[config.mk]
export PLATFORM = sky130hd
export DESIGN_NAME = sbc_spi_regmap
export DESIGN_NICKNAME = d
export VERILOG_FILES = /design/src/sbc_pkg.sv /design/src/sbc_spi_regmap.sv /design/src/sbc_sync.sv
export SDC_FILE = /design/constraint.sdc
export NUM_CORES = 1
export LEC_CHECK = 0
export BUFFER_PORTS_ARGS = -buffer_cell sky130_fd_sc_hd__buf_2
export CAP_MARGIN = 20
export CORE_MARGIN = 3
export CORE_UTILIZATION = 57
export DETAILED_ROUTE_END_ITERATION = 7
export PLACE_DENSITY = 0.84
export RECOVER_POWER = 50
export SKIP_CTS_REPAIR_TIMING = 1
export SKIP_LAST_GASP = 1
export SLEW_MARGIN = 25
export SYNTH_ARGS = -nofsm -noshare
export SYNTH_HDL_FRONTEND = slang
export SYNTH_HIERARCHICAL = 1
export SYNTH_SLANG_ARGS = --single-unit
[constraint.sdc]
create_clock -name i_clk -period 3 [get_ports i_clk]
set_input_delay 0.9 -clock i_clk [delete_from_list [all_inputs] [get_ports i_clk]]
set_output_delay 0.9 -clock i_clk [all_outputs]
set_load 0.02 [all_outputs]
[src/sbc_pkg.sv]
//------------------------------------------------------------------------------
// Shared constants for the serial register map
//------------------------------------------------------------------------------
package sbc_pkg;

  // Frame geometry
  localparam int          DATA_W        = 12;      // Functional bits per frame
  localparam int          FRAME_W       = 16;      // Header plus data
  localparam int          CNT_W         = 5;       // Edge counter width
  localparam logic [4:0]  FRAME_BITS    = 5'h10;   // Clock periods per frame
  localparam logic [4:0]  CNT_MAX       = 5'h1F;   // Counter saturation value
  localparam logic [4:0]  FB_LOAD_CNT   = 5'h03;   // Falls seen when select is known
  localparam logic [4:0]  OUT_START_CNT = 5'h04;   // Falls seen before data goes out

  // Header bit positions
  localparam int HDR_ADDR_HI = 15;                 // address_high_bit
  localparam int HDR_ADDR_LO = 14;                 // address_low_bit
  localparam int HDR_FB_SEL  = 13;                 // feedback_select
  localparam int HDR_RO      = 12;                 // readonly_flag

  // Register slots
  localparam logic [1:0] ADDR_MODE  = 2'h0;        // operating_control slot
  localparam logic [1:0] ADDR_EVENT = 2'h1;        // event_unmask slot
  localparam logic [1:0] ADDR_SETUP = 2'h2;        // system_setup / spare_zero slot
  localparam logic [1:0] ADDR_PHY   = 2'h3;        // transceiver_control / spare_one slot

  // Field positions
  localparam int SPARE_ID_BIT    = 11;             // Marks the identification code
  localparam int FBO_DEBUG_BIT   = 0;              // Debug enable in first_boot_options
  localparam int SETUP_DEBUG_BIT = 0;              // software_debug_flag in system_setup
  localparam int PEND_SPI_BIT    = 0;              // SPI failure in pending_event_flags

  // Reset values
  localparam logic [11:0] RST_REG12 = 12'h000;     // Cleared 12-bit register
  localparam logic [4:0]  RST_CNT   = 5'h00;       // Cleared counter

  // Operating modes reported by the system controller
  typedef enum logic [2:0] {
    SBC_MODE_STARTUP_POR,                          // Start-up after power-on
    SBC_MODE_STARTUP,                              // Start-up for any other cause
    SBC_MODE_RESTART,
    SBC_MODE_NORMAL,
    SBC_MODE_STANDBY,
    SBC_MODE_FLASH,
    SBC_MODE_SLEEP,
    SBC_MODE_FAILSAFE
  } sbc_mode_t;

endpackage : sbc_pkg

[src/sbc_spi_regmap.sv]
`timescale 1ns/1ps
//------------------------------------------------------------------------------
// Summary of operation
// - A frame is exactly sixteen clock periods.
// - Watchdog period and mode written together.
// - Twelve data bits follow a four-bit header.
// - Every frame shifts out one feedback register.
// - Frame bits fifteen and fourteen give address.
// - Feedback select picks one of two registers.
// - Read-only flag returns data, writes nothing.
// - Writable control bits read back, except the slot zero mode word and first-boot options.
// - First-boot options writable in the first valid frame only; any valid frame locks them.
// - Debug flag readable, clearable in Normal/Standby.
// - Spare zero loads identification code at power-up.
// - Spare one clears at power-up.
// - Only spare zero bit eleven changes itself.
// - Spare bits written only in Start-up/Restart/Flash.
// - Spare registers readable in every mode.
// - Slot one after power-on targets first-boot options.
// - Slot one discards writes in other start modes.
// - Slot zero returns status or diagnosis.
// - Read-only slot zero ignores data, always allowed.
// - Bad frame ignored; failure flag or forced reset.
// - Sample on falling edge, shift on rising edge.
//------------------------------------------------------------------------------
module sbc_spi_regmap #(
  parameter logic [10:0] SPARE_ZERO_ID = 11'h2A5   // Identification code, arbitrary value
) (
  input  wire logic               i_clk,
  input  wire logic               i_reset_n,
  input  wire logic               i_spi_cs_n,          // Chip select pin, active low
  input  wire logic               i_spi_sck,           // Serial clock pin, idles low
  input  wire logic               i_spi_mosi,          // Serial data from the master
  input  wire sbc_pkg::sbc_mode_t i_sys_mode,          // Current operating mode
  input  wire logic [11:0]        i_health_report,     // System status contents
  input  wire logic [11:0]        i_fault_report,      // System diagnosis contents
  input  wire logic [11:0]        i_event_set,         // Event pulses into pending flags
  output logic                    o_spi_miso,          // Serial data to the master
  output logic                    o_spi_miso_oe,       // High while driving the data pin
  output logic [11:0]             o_operating_control, // Mode and watchdog word
  output logic                    o_mode_write,        // Pulse: new mode word taken
  output logic [11:0]             o_event_unmask,      // Event enables
  output logic [11:0]             o_system_setup,      // Configuration word
  output logic [11:0]             o_transceiver_control, // Physical layer word
  output logic [11:0]             o_first_boot_options,  // One-time options
  output logic                    o_software_debug_flag, // Debug mode active
  output logic [11:0]             o_pending_event_flags, // Pending events
  output logic                    o_frame_error,       // Pulse: wrong clock count
  output logic                    o_force_reset        // Pulse: reset request
);
  import sbc_pkg::*;

  //----------------------------------------------------------------------------
  // State
  //----------------------------------------------------------------------------
  typedef struct packed {
    logic [15:0] shift_in;          // Received frame, MSB first
    logic [4:0]  bit_cnt;           // Falling edges in this frame
    logic [11:0] shift_out;         // Feedback word being sent
    logic        miso;              // Data pin value
    logic        miso_oe;           // Data pin enable
    logic        sck_prev;          // Clock level one cycle back
    logic        cs_prev;           // Select level one cycle back
    logic [11:0] pend_read;         // Pending bits returned this frame
    logic [11:0] operating_control;
    logic        mode_write;
    logic [11:0] event_unmask;
    logic [11:0] system_setup;
    logic [11:0] transceiver_control;
    logic [11:0] first_boot_options;
    logic        boot_lock;         // First-boot options closed
    logic        sw_debug;          // software_debug_flag
    logic [11:0] spare_zero;
    logic [11:0] spare_one;
    logic [11:0] pending;           // pending_event_flags
    logic        frame_error;
    logic        force_reset;
  } sbc_state_t;

  localparam sbc_state_t S_RESET = '{
    shift_in:            16'h0000,
    bit_cnt:             RST_CNT,
    shift_out:           RST_REG12,
    miso:                1'b0,
    miso_oe:             1'b0,
    sck_prev:            1'b0,
    cs_prev:             1'b1,
    pend_read:           RST_REG12,
    operating_control:   RST_REG12,
    mode_write:          1'b0,
    event_unmask:        RST_REG12,
    system_setup:        RST_REG12,
    transceiver_control: RST_REG12,
    first_boot_options:  RST_REG12,
    boot_lock:           1'b0,
    sw_debug:            1'b0,
    spare_zero:          {1'b1, SPARE_ZERO_ID},
    spare_one:           RST_REG12,
    pending:             RST_REG12,
    frame_error:         1'b0,
    force_reset:         1'b0
  };

  sbc_state_t  s_q;                 // Registered state
  sbc_state_t  s_d;                 // Next state

  //----------------------------------------------------------------------------
  // Pin synchronisers
  //----------------------------------------------------------------------------
  logic        cs_n_s;              // Synchronised chip select
  logic [1:0]  sck_mosi_s;          // Synchronised clock and data

  sbc_sync #(.WIDTH(1), .RST_VAL(16'h0001)) u_sync_cs (
    .i_clk     (i_clk),
    .i_reset_n (i_reset_n),
    .i_async   (i_spi_cs_n),
    .o_sync    (cs_n_s)
  );

  sbc_sync #(.WIDTH(2), .RST_VAL(16'h0000)) u_sync_sck (
    .i_clk     (i_clk),
    .i_reset_n (i_reset_n),
    .i_async   ({i_spi_sck, i_spi_mosi}),
    .o_sync    (sck_mosi_s)
  );

  //----------------------------------------------------------------------------
  // Decode helpers
  //----------------------------------------------------------------------------
  logic        sck_s;               // Clock after sync
  logic        mosi_s;              // Data after sync
  logic        cs_fall;             // Frame opens
  logic        cs_rise;             // Frame closes
  logic        sck_fall;            // Sample point
  logic        sck_rise;            // Shift point
  logic        in_frame;            // Select held low
  logic [15:0] shift_nxt;           // Frame after taking one more bit
  logic [1:0]  fb_addr;             // Address known at feedback load
  logic        fb_sel;              // Feedback select known at feedback load
  logic        load_fb;             // Feedback register captured this cycle
  logic [11:0] feedback;            // Selected feedback word
  logic        frame_ok;            // Closing frame had the right length
  logic [1:0]  w_addr;              // Address of the closing frame
  logic        w_ro;                // Read-only flag of the closing frame
  logic [11:0] w_data;              // Data of the closing frame
  logic        run_mode;            // Normal or Standby
  logic        spare_mode;          // Start-up, Restart or Flash
  logic        start_mode;          // Start-up or Restart
  logic [11:0] setup_readback;      // Setup word with live debug flag

  assign sck_s    = sck_mosi_s[1];
  assign mosi_s   = sck_mosi_s[0];
  assign in_frame = !cs_n_s;
  assign cs_fall  = s_q.cs_prev && !cs_n_s;
  assign cs_rise  = !s_q.cs_prev && cs_n_s;
  assign sck_fall = in_frame && s_q.sck_prev && !sck_s;
  assign sck_rise = in_frame && !s_q.sck_prev && sck_s;
  assign shift_nxt = {s_q.shift_in[14:0], mosi_s};
  assign fb_addr  = shift_nxt[2:1];
  assign fb_sel   = shift_nxt[0];
  assign load_fb  = sck_fall && (s_q.bit_cnt == (FB_LOAD_CNT - 5'h01));
  assign frame_ok = (s_q.bit_cnt == FRAME_BITS);
  assign w_addr   = s_q.shift_in[HDR_ADDR_HI:HDR_ADDR_LO];
  assign w_ro     = s_q.shift_in[HDR_RO];
  assign w_data   = s_q.shift_in[DATA_W-1:0];
  assign run_mode   = (i_sys_mode == SBC_MODE_NORMAL) || (i_sys_mode == SBC_MODE_STANDBY);
  assign start_mode = (i_sys_mode == SBC_MODE_STARTUP_POR) || (i_sys_mode == SBC_MODE_STARTUP)
                   || (i_sys_mode == SBC_MODE_RESTART);
  assign spare_mode = start_mode || (i_sys_mode == SBC_MODE_FLASH);

  // Debug flag shown live inside the setup readback
  always_comb begin
    setup_readback                  = s_q.system_setup;
    setup_readback[SETUP_DEBUG_BIT] = s_q.sw_debug;
  end

  // Feedback word chosen by address and select
  always_comb begin
    unique case (fb_addr)
      ADDR_MODE:  feedback = fb_sel ? i_fault_report : i_health_report;
      ADDR_EVENT: feedback = fb_sel ? s_q.pending    : s_q.event_unmask;
      ADDR_SETUP: feedback = fb_sel ? s_q.spare_zero : setup_readback;
      ADDR_PHY:   feedback = fb_sel ? s_q.spare_one  : s_q.transceiver_control;
    endcase
  end

  //----------------------------------------------------------------------------
  // Next state
  //----------------------------------------------------------------------------
  always_comb begin
    s_d             = s_q;
    s_d.sck_prev    = sck_s;
    s_d.cs_prev     = cs_n_s;
    s_d.mode_write  = 1'b0;
    s_d.frame_error = 1'b0;
    s_d.force_reset = 1'b0;
    // Frame opens: clear receiver, take the data pin
    if (cs_fall) begin
      s_d.shift_in  = 16'h0000;
      s_d.bit_cnt   = RST_CNT;
      s_d.miso      = 1'b0;
      s_d.miso_oe   = 1'b1;
      s_d.pend_read = RST_REG12;
    end
    // Sample on the falling edge, saturating the count
    if (sck_fall) begin
      s_d.shift_in = shift_nxt;
      if (s_q.bit_cnt != CNT_MAX) begin
        s_d.bit_cnt = s_q.bit_cnt + 5'h01;
      end
    end
    // Address and select known: capture the feedback word for this frame
    if (load_fb) begin
      s_d.shift_out = feedback;
      if ((fb_addr == ADDR_EVENT) && fb_sel) begin
        s_d.pend_read = s_q.pending;
      end
    end
    // Shift on the rising edge; header periods send zero
    if (sck_rise) begin
      if ((s_q.bit_cnt >= OUT_START_CNT) && (s_q.bit_cnt < FRAME_BITS)) begin
        s_d.miso      = s_q.shift_out[DATA_W-1];
        s_d.shift_out = {s_q.shift_out[DATA_W-2:0], 1'b0};
      end else begin
        s_d.miso = 1'b0;
      end
    end
    // Frame closes: commit or reject
    if (cs_rise) begin
      s_d.miso    = 1'b0;
      s_d.miso_oe = 1'b0;
      if (frame_ok) begin
        s_d.boot_lock = 1'b1;
        s_d.pending   = s_q.pending & ~s_q.pend_read;
        if (!w_ro) begin
          unique case (w_addr)
            ADDR_MODE: begin
              s_d.operating_control = w_data;
              s_d.mode_write        = 1'b1;
            end
            ADDR_EVENT: begin
              if (run_mode) begin
                s_d.event_unmask = w_data;
              end else if ((i_sys_mode == SBC_MODE_STARTUP_POR) && !s_q.boot_lock) begin
                s_d.first_boot_options = w_data;
                s_d.sw_debug           = w_data[FBO_DEBUG_BIT];
              end
              // Other modes discard the data
            end
            ADDR_SETUP: begin
              if (run_mode) begin
                s_d.system_setup = w_data;
                if (!w_data[SETUP_DEBUG_BIT]) begin
                  s_d.sw_debug = 1'b0;
                end
              end else if (spare_mode) begin
                s_d.spare_zero = {1'b0, w_data[SPARE_ID_BIT-1:0]};
              end
            end
            ADDR_PHY: begin
              if (run_mode) begin
                s_d.transceiver_control = w_data;
              end else if (spare_mode) begin
                s_d.spare_one = w_data;
              end
            end
          endcase
        end
      end else begin
        // Wrong length: nothing stored
        s_d.frame_error = 1'b1;
        if (start_mode) begin
          s_d.force_reset = 1'b1;
        end else if (s_q.event_unmask[PEND_SPI_BIT]) begin
          s_d.pending[PEND_SPI_BIT] = 1'b1;
        end
      end
    end
    // Events set last so they win over a read clear
    s_d.pending = s_d.pending | i_event_set;
  end

  //----------------------------------------------------------------------------
  // State register
  //----------------------------------------------------------------------------
  always_ff @(posedge i_clk or negedge i_reset_n) begin
    if (!i_reset_n) begin
      s_q <= S_RESET;
    end else begin
      s_q <= s_d;
    end
  end

  //----------------------------------------------------------------------------
  // Outputs
  //----------------------------------------------------------------------------
  assign o_spi_miso            = s_q.miso;
  assign o_spi_miso_oe         = s_q.miso_oe;
  assign o_operating_control   = s_q.operating_control;
  assign o_mode_write          = s_q.mode_write;
  assign o_event_unmask        = s_q.event_unmask;
  assign o_system_setup        = s_q.system_setup;
  assign o_transceiver_control = s_q.transceiver_control;
  assign o_first_boot_options  = s_q.first_boot_options;
  assign o_software_debug_flag = s_q.sw_debug;
  assign o_pending_event_flags = s_q.pending;
  assign o_frame_error         = s_q.frame_error;
  assign o_force_reset         = s_q.force_reset;
endmodule : sbc_spi_regmap

[src/sbc_sync.sv]
`timescale 1ns/1ps
//------------------------------------------------------------------------------
// Two-stage synchroniser for pin inputs
//------------------------------------------------------------------------------
module sbc_sync #(
  parameter int          WIDTH    = 1,             // Number of bits
  parameter logic [15:0] RST_VAL  = 16'h0000       // Idle level of each bit
) (
  input  wire logic             i_clk,
  input  wire logic             i_reset_n,
  input  wire logic [WIDTH-1:0] i_async,
  output logic      [WIDTH-1:0] o_sync
);

  logic [WIDTH-1:0] meta_q;                        // First stage, read only below

  // Two flops in series; only the second stage is visible
  always_ff @(posedge i_clk or negedge i_reset_n) begin
    if (!i_reset_n) begin
      meta_q <= RST_VAL[WIDTH-1:0];
      o_sync <= RST_VAL[WIDTH-1:0];
    end else begin
      meta_q <= i_async;
      o_sync <= meta_q;
    end
  end

endmodule : sbc_sync

## After elaboration in Yosys (flattened, before gate mapping)

Index checks and enable logic that the tools add are counted.
Widths: inputs -> output; s select.

- Bits in registers: 156
- Bits of input ports: 44
- Output and inout port bits: 78

- $add $sub $neg: 1
- Order comparisons: 2
- Equal/unequal tests: 18
- Muxes and demuxes: 47
- Bitwise logic cells: 5
- Reduce and logical (&&, ||, !) cells: 35

Operators with widths:

| cell | number |
|---|---|
| $mux 12 | 24 |
| $mux 89 | 1 |
| $mux 86 | 1 |
| $mux 49 | 1 |
| $pmux 12 s4 | 1 |
| $mux 21 | 2 |
| $mux 25 | 1 |
| $reduce_and 6->1 | 3 |
| $reduce_and 5->1 | 3 |
| $mux 13 | 1 |
| $and 12x12->12 | 1 |
| $not 12->12 | 1 |
| $or 12x12->12 | 1 |
| $logic_and 1x1->1 | 10 |
| $mux 1 | 10 |
| $eq 2x2->1 const B | 4 |
| $ne 2x2->1 const B | 4 |
| $reduce_and 8->1 | 1 |
| $eq 3x2->1 const B | 2 |
| $eq 3x3->1 const B | 2 |
| $mux 2 | 3 |
| $reduce_bool 2->1 | 3 |
| $add 5x1->5 const B | 1 |
| $eq 5x2->1 const B | 1 |
| 16 further kinds | 26 |

## Logic depth before layout (Yosys ltp)

Gate-level depths: netlist (run 1).

- Word-level depth: 11
- Mapped depth: 7

## Modules after synthesis

The synthesis (run 1) kept the hierarchy.

Modules (own cells, without submodules):

| module | instances | cells an instance | area each (um^2) | seq. area each (um^2) |
|---|---|---|---|---|
| sbc_spi_regmap | 1 | 628 | 7533.5 | 3762.4 |
| sbc_sync at u_sync_sck | 1 | 4 | 100.1 | 100.1 |
| sbc_sync at u_sync_cs | 1 | 2 | 52.6 | 52.6 |

## Worst setup path before layout (run 1)

No wires, ideal clock.

- Path type: in2reg
- Start: input port i_sys_mode[1]
- End: register s_q, in the netlist o_transceiver_control[10]
- Arrival time: 2.052 ns
- Slack: 0.824 ns
- Cell stages on the path: 5
- Buffers on the path: 1
- Cells stage by stage: and3b_1 a21oi_1 nand4bb_1 buf_4 mux2_2

- Longest elaborated chain between the ends: 3
- Elaborated cells between the ends (all ways): 4
- Classes of those cells: 2 x eq/ne; 2 x reduce/logical

RTL lines:

| what | line | source |
|---|---|---|
| start, declared | sbc_spi_regmap.sv:34 | `input wire sbc_pkg::sbc_mode_t i_sys_mode,` |
| $eq 3x2->1 / $eq 3x3->1 (equally long branches) | sbc_spi_regmap.sv:166 | `assign run_mode = (i_sys_mode == SBC_MODE_NORMAL) \|\| (i_sys_mode == SBC_MODE_STANDBY);` |
| $logic_or 1x1->1 * | sbc_spi_regmap.sv:166 |  |
| $reduce_and 5->1 (no line) * | -- |  |
| end signal, assigned | sbc_spi_regmap.sv:288 | `s_q <= S_RESET;` |
| end signal, assigned | sbc_spi_regmap.sv:290 | `s_q <= s_d;` |
| end, declared | sbc_spi_regmap.sv:104 | `sbc_state_t s_q;` |

Every way passes the cells marked *; elsewhere a longest branch is shown, timed or not.
A chain may end at the register's enable or synchronous reset.

## Final worst setup path (run 1)

- Start: register u_sync_cs.o_sync
- End: register s_q[19] in the netlist's numbering

- Longest elaborated chain between the ends: 2

RTL lines:

| what | line | source |
|---|---|---|
| start, declared | sbc_sync.sv:12 | `output logic [WIDTH-1:0] o_sync` |
| start signal, assigned | sbc_sync.sv:21 | `o_sync <= RST_VAL[WIDTH-1:0];` |
| start signal, assigned | sbc_sync.sv:24 | `o_sync <= meta_q;` |
| $logic_and 1x1->1 | sbc_spi_regmap.sv:155 | `assign cs_rise = !s_q.cs_prev && cs_n_s;` |
| $reduce_and 6->1 (no line) | -- |  |

No other way between the ends.

==> results of run 1 <==
-- cell type report --
cell class / instances / area (um^2) / share of cell area [%]
Inverter: 13 / 48.8 / 0.571
Clock inverter: 15 / 163 / 1.90
Multi-Input combinational cell: 360 / 3020 / 35.3
Timing Repair Buffer: 141 / 759 / 8.89
Sequential cell: 156 / 3920 / 45.8
Clock buffer: 17 / 425 / 4.98
Tap cell: 172 / 215 / 2.52
-- cells in the final DEF, fill, tap and decap left out, types with 3 or more instances in the layout --
master / n
nor2_1: 12
o21ai_0: 28
clkbuf_1: 7
ha_1: 10
a22o_1: 4
clkinv_4: 3
a221o_1: 3
o221a_2: 6
mux4_2: 5
mux2i_1: 12
dfstp_2: 8
or3_1: 3
buf_2: 118
a22oi_1: 4
a21o_1: 13
nand3_1: 7
inv_6: 5
mux2_2: 98
inv_1: 13
mux2_4: 10
a21oi_1: 5
a221oi_1: 10
dfrtp_1: 147
a31oi_1: 6
nand2_1: 46
nor2b_1: 15
o31ai_1: 6
clkinvlp_4: 3
nand2b_1: 14
nand3b_1: 7
o211ai_1: 4
buf_4: 13
clkbuf_16: 17
-- power groups by stage --
stage | Sequential (mW) | Combinational, mW | Clock (mW)
3_3_place_gp | 2.29 | 0.336 | 0
3_5_place_dp | 2.30 | 0.349 | 0
5_1_grt | 2.27 | 0.376 | 2.26
4_1_cts | 2.26 | 0.351 | 2.16
6_report | 2.26 | 0.345 | 2.12
2_1_floorplan | 2.27 | 0.216 | 0
-- registers in the layout, summed over array words and instances, names as in the netlist, 2 cells and up --
signal,flops
s_q,70
o_event_unmask,12
o_first_boot_options,12
o_operating_control,12
o_pending_event_flags,12
o_system_setup,12
o_transceiver_control,12
fb_addr,2
u_sync_sck/meta_q,2
u_sync_sck/o_sync,2
-- per-layer routing --
layer,vias to the layer above,global-route usage [%]
met5,-,0
met1,2548,33.7
li1,2288,-
met3,41,7.01
met4,0,9.03
met2,201,40.2
-- worst paths after layout --
check,startpoint,slack [ns],end
setup / recovery,u_sync_cs/o_sync$_DFF_PN1_,0.42,s_q[19]$_DFFE_PN0P_
hold / removal,u_sync_sck/meta_q[0]$_DFF_PN0_,0.35,u_sync_sck/o_sync[0]$_DFF_PN0_
setup reg to reg,u_sync_cs/o_sync$_DFF_PN1_,0.42,s_q[19]$_DFFE_PN0P_
hold reg to reg,u_sync_sck/meta_q[0]$_DFF_PN0_,0.35,u_sync_sck/o_sync[0]$_DFF_PN0_
max in group asynchronous,i_reset_n,0.62,o_operating_control[11]$_DFFE_PN0P_
min in group asynchronous,i_reset_n,0.75,o_first_boot_options[11]$_DFFE_PN0P_
-- cell families (layout without fill, tap and decap cells) --
| group | count (synthesis) | in the layout |
|---|---|---|
| AO/OA/AOI/OAI | 97 | 97 |
| adder cells (fa/ha/maj) | 10 | 10 |
| buffers and inverters | 118 | 186 |
| flip-flops | 156 | 156 |
| multiplexers | 125 | 125 |
| AND/OR/NAND/NOR | 128 | 128 |
-- stage by stage --
stage / cell area [um^2] / setup WS [ns] / hold slack [ns]
floorplan: 7690 / 0.824 / 0.331
global placement: 7980 / 0.617 / 0.334
detailed placement: 7980 / 0.572 / 0.335
CTS: 8570 / 0.572 / 0.345
global route: 8540 / 0.257 / 0.366
finish: 8540 / 0.422 / 0.347
==> summary.txt, run 1 <==
run status: finished clean
max frequency: 388 MHz
Top FF cell, synth: dfrtp_1
Post-synth EDFFs: 0
fillers: 949
Logic pwr share: 7.3%
hold depth: 0
Final nets: 743
initial antenna violation count: 0
Slowest cell on crit path: dfstp_1
Sw Ratio: 24.1%
final count of pins violating max slew: 0
Residual DRC: 0
Routed wire per std cell: 20.4 um
Final Total Pwr: 4.73 mW
Synth Area in Adders: 1.63%
Total Routed Length: 17,800 um
WL met2: 8500 um
net load switching power: 1.14 mW
sequential-to-total area share from yosys stat: 50.9%
chip width: 122 um
clk_skew: 0.0108 ns
CTS clock-pin slew for the worst setup and hold paths: 0.06 ns
io pins: 122
Core ar.: 12,900 um^2
Port-buffer cells: 121
CP max FO: 14
Seq cells post-synth: 156
WP data required: 3.31 ns
Yosys cell types: 56
met1 WL: 7510 um
placed cell count: 842
Reg2Reg Depth: 6
DR vias: 5,078
die area: 14,900 um^2
Synth area leaders: dfrtp_1, mux2_2, buf_4
n_diodes: 0
Initial Util: 59.7%
post-synthesis net count: 688
mux share of post-synthesis cell area: 19.3%
stages on the worst setup path: 6
largest family of logic cells by synthesized area: multiplexers
fraction of the mapped netlist area in simple logic gates: 9.30%
max_slew headroom: 14.9%
Final ANT Viol Nets: 0
Synth Area in Compound Gates: 9.00%
kind of critical path: reg -> reg
vias in the first global route: 5,235
Syn. warnings: 6
Setup TNS Final: 0 ns
Critical Path Start Type: flip-flop
area grow syn2layout: 11.2%
uppermost layer routed: met4
Vias/cell: 5.81
grt ovf: 0
Tcrit/Tclk final: 85.9%
TritonCTS buffer count: 17
post-synthesis xor/xnor area fraction: 0%
mapped cell area: 7690 um^2
Hold Fails Final Rpt: 0
Max clock buf depth: 2
Tmin final: 2.58 ns
Crit path max-delay family: buffers and inverters
first-pass GRT wire length: 28,500 um
RSZ-0062 raised after global routing: false
critical path's largest stage delay: 0.66 ns
cell internal pwr: 3.59 mW
Leak Pwr: 4.17 nW
Commonest cells post-synth: dfrtp_1, mux2_2, buf_4
CTS Sinks: 156
H-tree depth: 4
HPWL Detailed: 12,400 um
Worst Path Arrival: 2.89 ns
# rows: 41
max-cap violations: 0
initial drt markers: 270
CTS tree: built
Min-Delay Path Class: reg -> reg
Worst IR Drop VDD: 0.441 mV
Finished Layout Cells: 874
Die Ht: 122 um
Sequential Power Share: 47.8%
Setup crit end kind: flip-flop
crit-path cells: ha_1 -> and3_1 -> clkbuf_1 -> nand4b_1 -> buf_4 -> mux2_2
largest net degree at the start of global routing: 52
share of the synthesized area in the top cell type: 47.9%
All-Layer GR Usage: 25.3%
WP buf/inv: 2
Util after Layout: 66.4%
asr flop ratio synth: 100%
syn avg cell area: 12.1 um^2
Yosys top cell by area: dfrtp_1
Pwr Density: 554 nW/um^2
Worst-Margin Slew: 1.28 ns
Clock power frac: 44.9%
setup violators final: 0
clock root buffer master: clkbuf_16
routability cong.: 0.893
worst-skew pair later-pin latency: 0.43 ns
Syn Inst Count: 634
layout cells sized above 1: 42.9%
DRT Pass-1 Iters: 4
met3 wire length: 1360 um
top-count cell post-synth: dfrtp_1
(Power assumes the default switching activity.)
==> run 2: changes to the inputs <==
--- a/config.mk
+++ b/config.mk
@@ -10,6 +10,7 @@
 export CORE_MARGIN = 3
 export CORE_UTILIZATION = 57
 export DETAILED_ROUTE_END_ITERATION = 7
+export MAX_ROUTING_LAYER = met4
 export PLACE_DENSITY = 0.84
 export RECOVER_POWER = 50
 export SKIP_CTS_REPAIR_TIMING = 1
==> constraint.sdc (replaced) <==
create_clock -name i_clk -period 3 [get_ports i_clk]
set_input_delay 0.9 -clock i_clk [delete_from_list [all_inputs] [get_ports i_clk]]
set_output_delay 0.9 -clock i_clk [all_outputs]
set_load 0.01 [all_outputs]
==> summary.txt, run 2 (same netlist as run 1, synthesis figures left out) <==
max reg flops: 70
Largest Register: s_q
die area: 14,900 um^2
Worst IR Drop VDD: 0.438 mV
Worst Path Arrival: 2.82 ns
Max clock buf depth: 2
initial antenna violation count: 0
worst-skew pair later-pin latency: 0.43 ns
H-tree depth: 4
largest net degree at the start of global routing: 72
Worst-Margin Slew: 1.80 ns
Residual DRC: 0
Critical Path Start Type: flip-flop
Finished Layout Cells: 873
Vias/cell: 5.86
max_slew headroom: -19.8%
Core ar.: 12,900 um^2
RSZ-0062 raised after global routing: false
net load switching power: 1.12 mW
cell internal pwr: 3.60 mW
Sequential Power Share: 48.0%
final count of pins violating max slew: 70
Reg2Reg Depth: 6
most common cell after layout, fill and taps aside: dfrtp_1
DRT Pass-1 Iters: 5
clock root buffer master: clkbuf_16
Clock power frac: 44.7%
CTS tree: built
TritonCTS buffer count: 17
CP max FO: 12
layout cells sized above 1: 42.1%
Tcrit/Tclk final: 83.7%
Pwr Density: 551 nW/um^2
grt ovf: 0
fillers: 950
# rows: 41
failing checks: max-capacitance violations, max-slew violations
Setup TNS Final: 0 ns
io pins: 122
Setup crit end kind: flip-flop
initial drt markers: 431
area grow syn2layout: 11.2%
Final nets: 742
Final Instance Area: 8550 um^2
WP data required: 3.31 ns
Logic pwr share: 7.3%
routability cong.: 0.868
setup violators final: 0
Final ANT Viol Nets: 0
run status: finished with violations
HPWL Detailed: 12,700 um
hold depth: 0
Sw Ratio: 23.7%
Die Ht: 122 um
kind of critical path: reg -> reg
first-pass GRT wire length: 29,100 um
CTS clock-pin slew for the worst setup and hold paths: 0.06 ns
CTS Sinks: 156
Initial Util: 59.7%
Tmin final: 2.51 ns
Leak Pwr: 4.15 nW
placed cell areas: 7990 um^2
Total Routed Length: 18,400 um
Hold Fails Final Rpt: 0
clk_skew: 0.0142 ns
commonest cells after routing, fill and taps aside: dfrtp_1, buf_2, mux2_2
Port-buffer cells: 121
n_diodes: 0
max-cap violations: 1
chip width: 122 um
max frequency: 398 MHz
All-Layer GR Usage: 26.9%
vias in the first global route: 5,354
placed cell count: 841
Routed wire per std cell: 21.0 um
DR vias: 5,119
Min-Delay Path Class: reg -> reg
[run 2: per-layer routing]
layer	vias to the layer above	GRT usage, %	wire, um
met2	190	43.1	9250
met1	2604	34.0	7660
li1	2296	-	-
met5	-	-	0
met4	0	8.82	293
met3	29	6.36	1170
[run 2: area by class of cell]
| cell class | count | area, um^2 | share of cell area, % |
|---|---|---|---|
| timing repair buffer | 140 | 767 | 8.97 |
| inverter | 13 | 48.8 | 0.571 |
| multi-input combinational | 360 | 3020 | 35.3 |
| tap | 172 | 215 | 2.52 |
| clock inverter | 10 | 103 | 1.20 |
| sequential | 156 | 3920 | 45.8 |
| clock buffer | 22 | 484 | 5.66 |
[run 2: metrics by stage]
stage / power, mW / setup WS, ns / util [%] / hold WS (ns)
6_report: 4.72 / 0.488 / 66.4 / 0.353
3_5_place_dp: 2.64 / 0.540 / 62.0 / 0.341
2_1_floorplan: 2.48 / 0.824 / - / 0.331
4_1_cts: 4.75 / 0.586 / 66.6 / 0.355
5_1_grt: 4.88 / 0.265 / 66.4 / 0.356
3_3_place_gp: 2.63 / 0.613 / 62.0 / 0.333
[run 2: power groups by stage]
stage	Sequential, mW	Combinational (mW)	Clock, mW
detailed placement	2.30	0.349	0
global placement	2.29	0.334	0
global route	2.27	0.380	2.23
floorplan	2.27	0.216	0
CTS	2.26	0.349	2.14
finish	2.26	0.345	2.11
[run 2: final timing paths]
| check | start | end | slack [ns] |
|---|---|---|---|
| max | u_sync_cs/o_sync$_DFF_PN1_ | o_event_unmask[5]$_DFFE_PN0P_ | 0.49 |
| min | u_sync_sck/meta_q[0]$_DFF_PN0_ | u_sync_sck/o_sync[0]$_DFF_PN0_ | 0.35 |
| max reg2reg | u_sync_cs/o_sync$_DFF_PN1_ | o_event_unmask[5]$_DFFE_PN0P_ | 0.49 |
| min reg2reg | u_sync_sck/meta_q[0]$_DFF_PN0_ | u_sync_sck/o_sync[0]$_DFF_PN0_ | 0.35 |
| max in group asynchronous | i_reset_n | s_q[113]$_DFF_PN1_ | 0.72 |
| min in group asynchronous | i_reset_n | o_first_boot_options[11]$_DFFE_PN0P_ | 0.96 |
[run 2: worst max-delay path: stages, from the launching register on]
cell and delay [ns]:
dfstp_1 0.66, ha_1 0.34, nor4b_1 0.33, nand2_1 0.20, nor3_2 0.20, buf_4 0.28
mux2_2 0.38
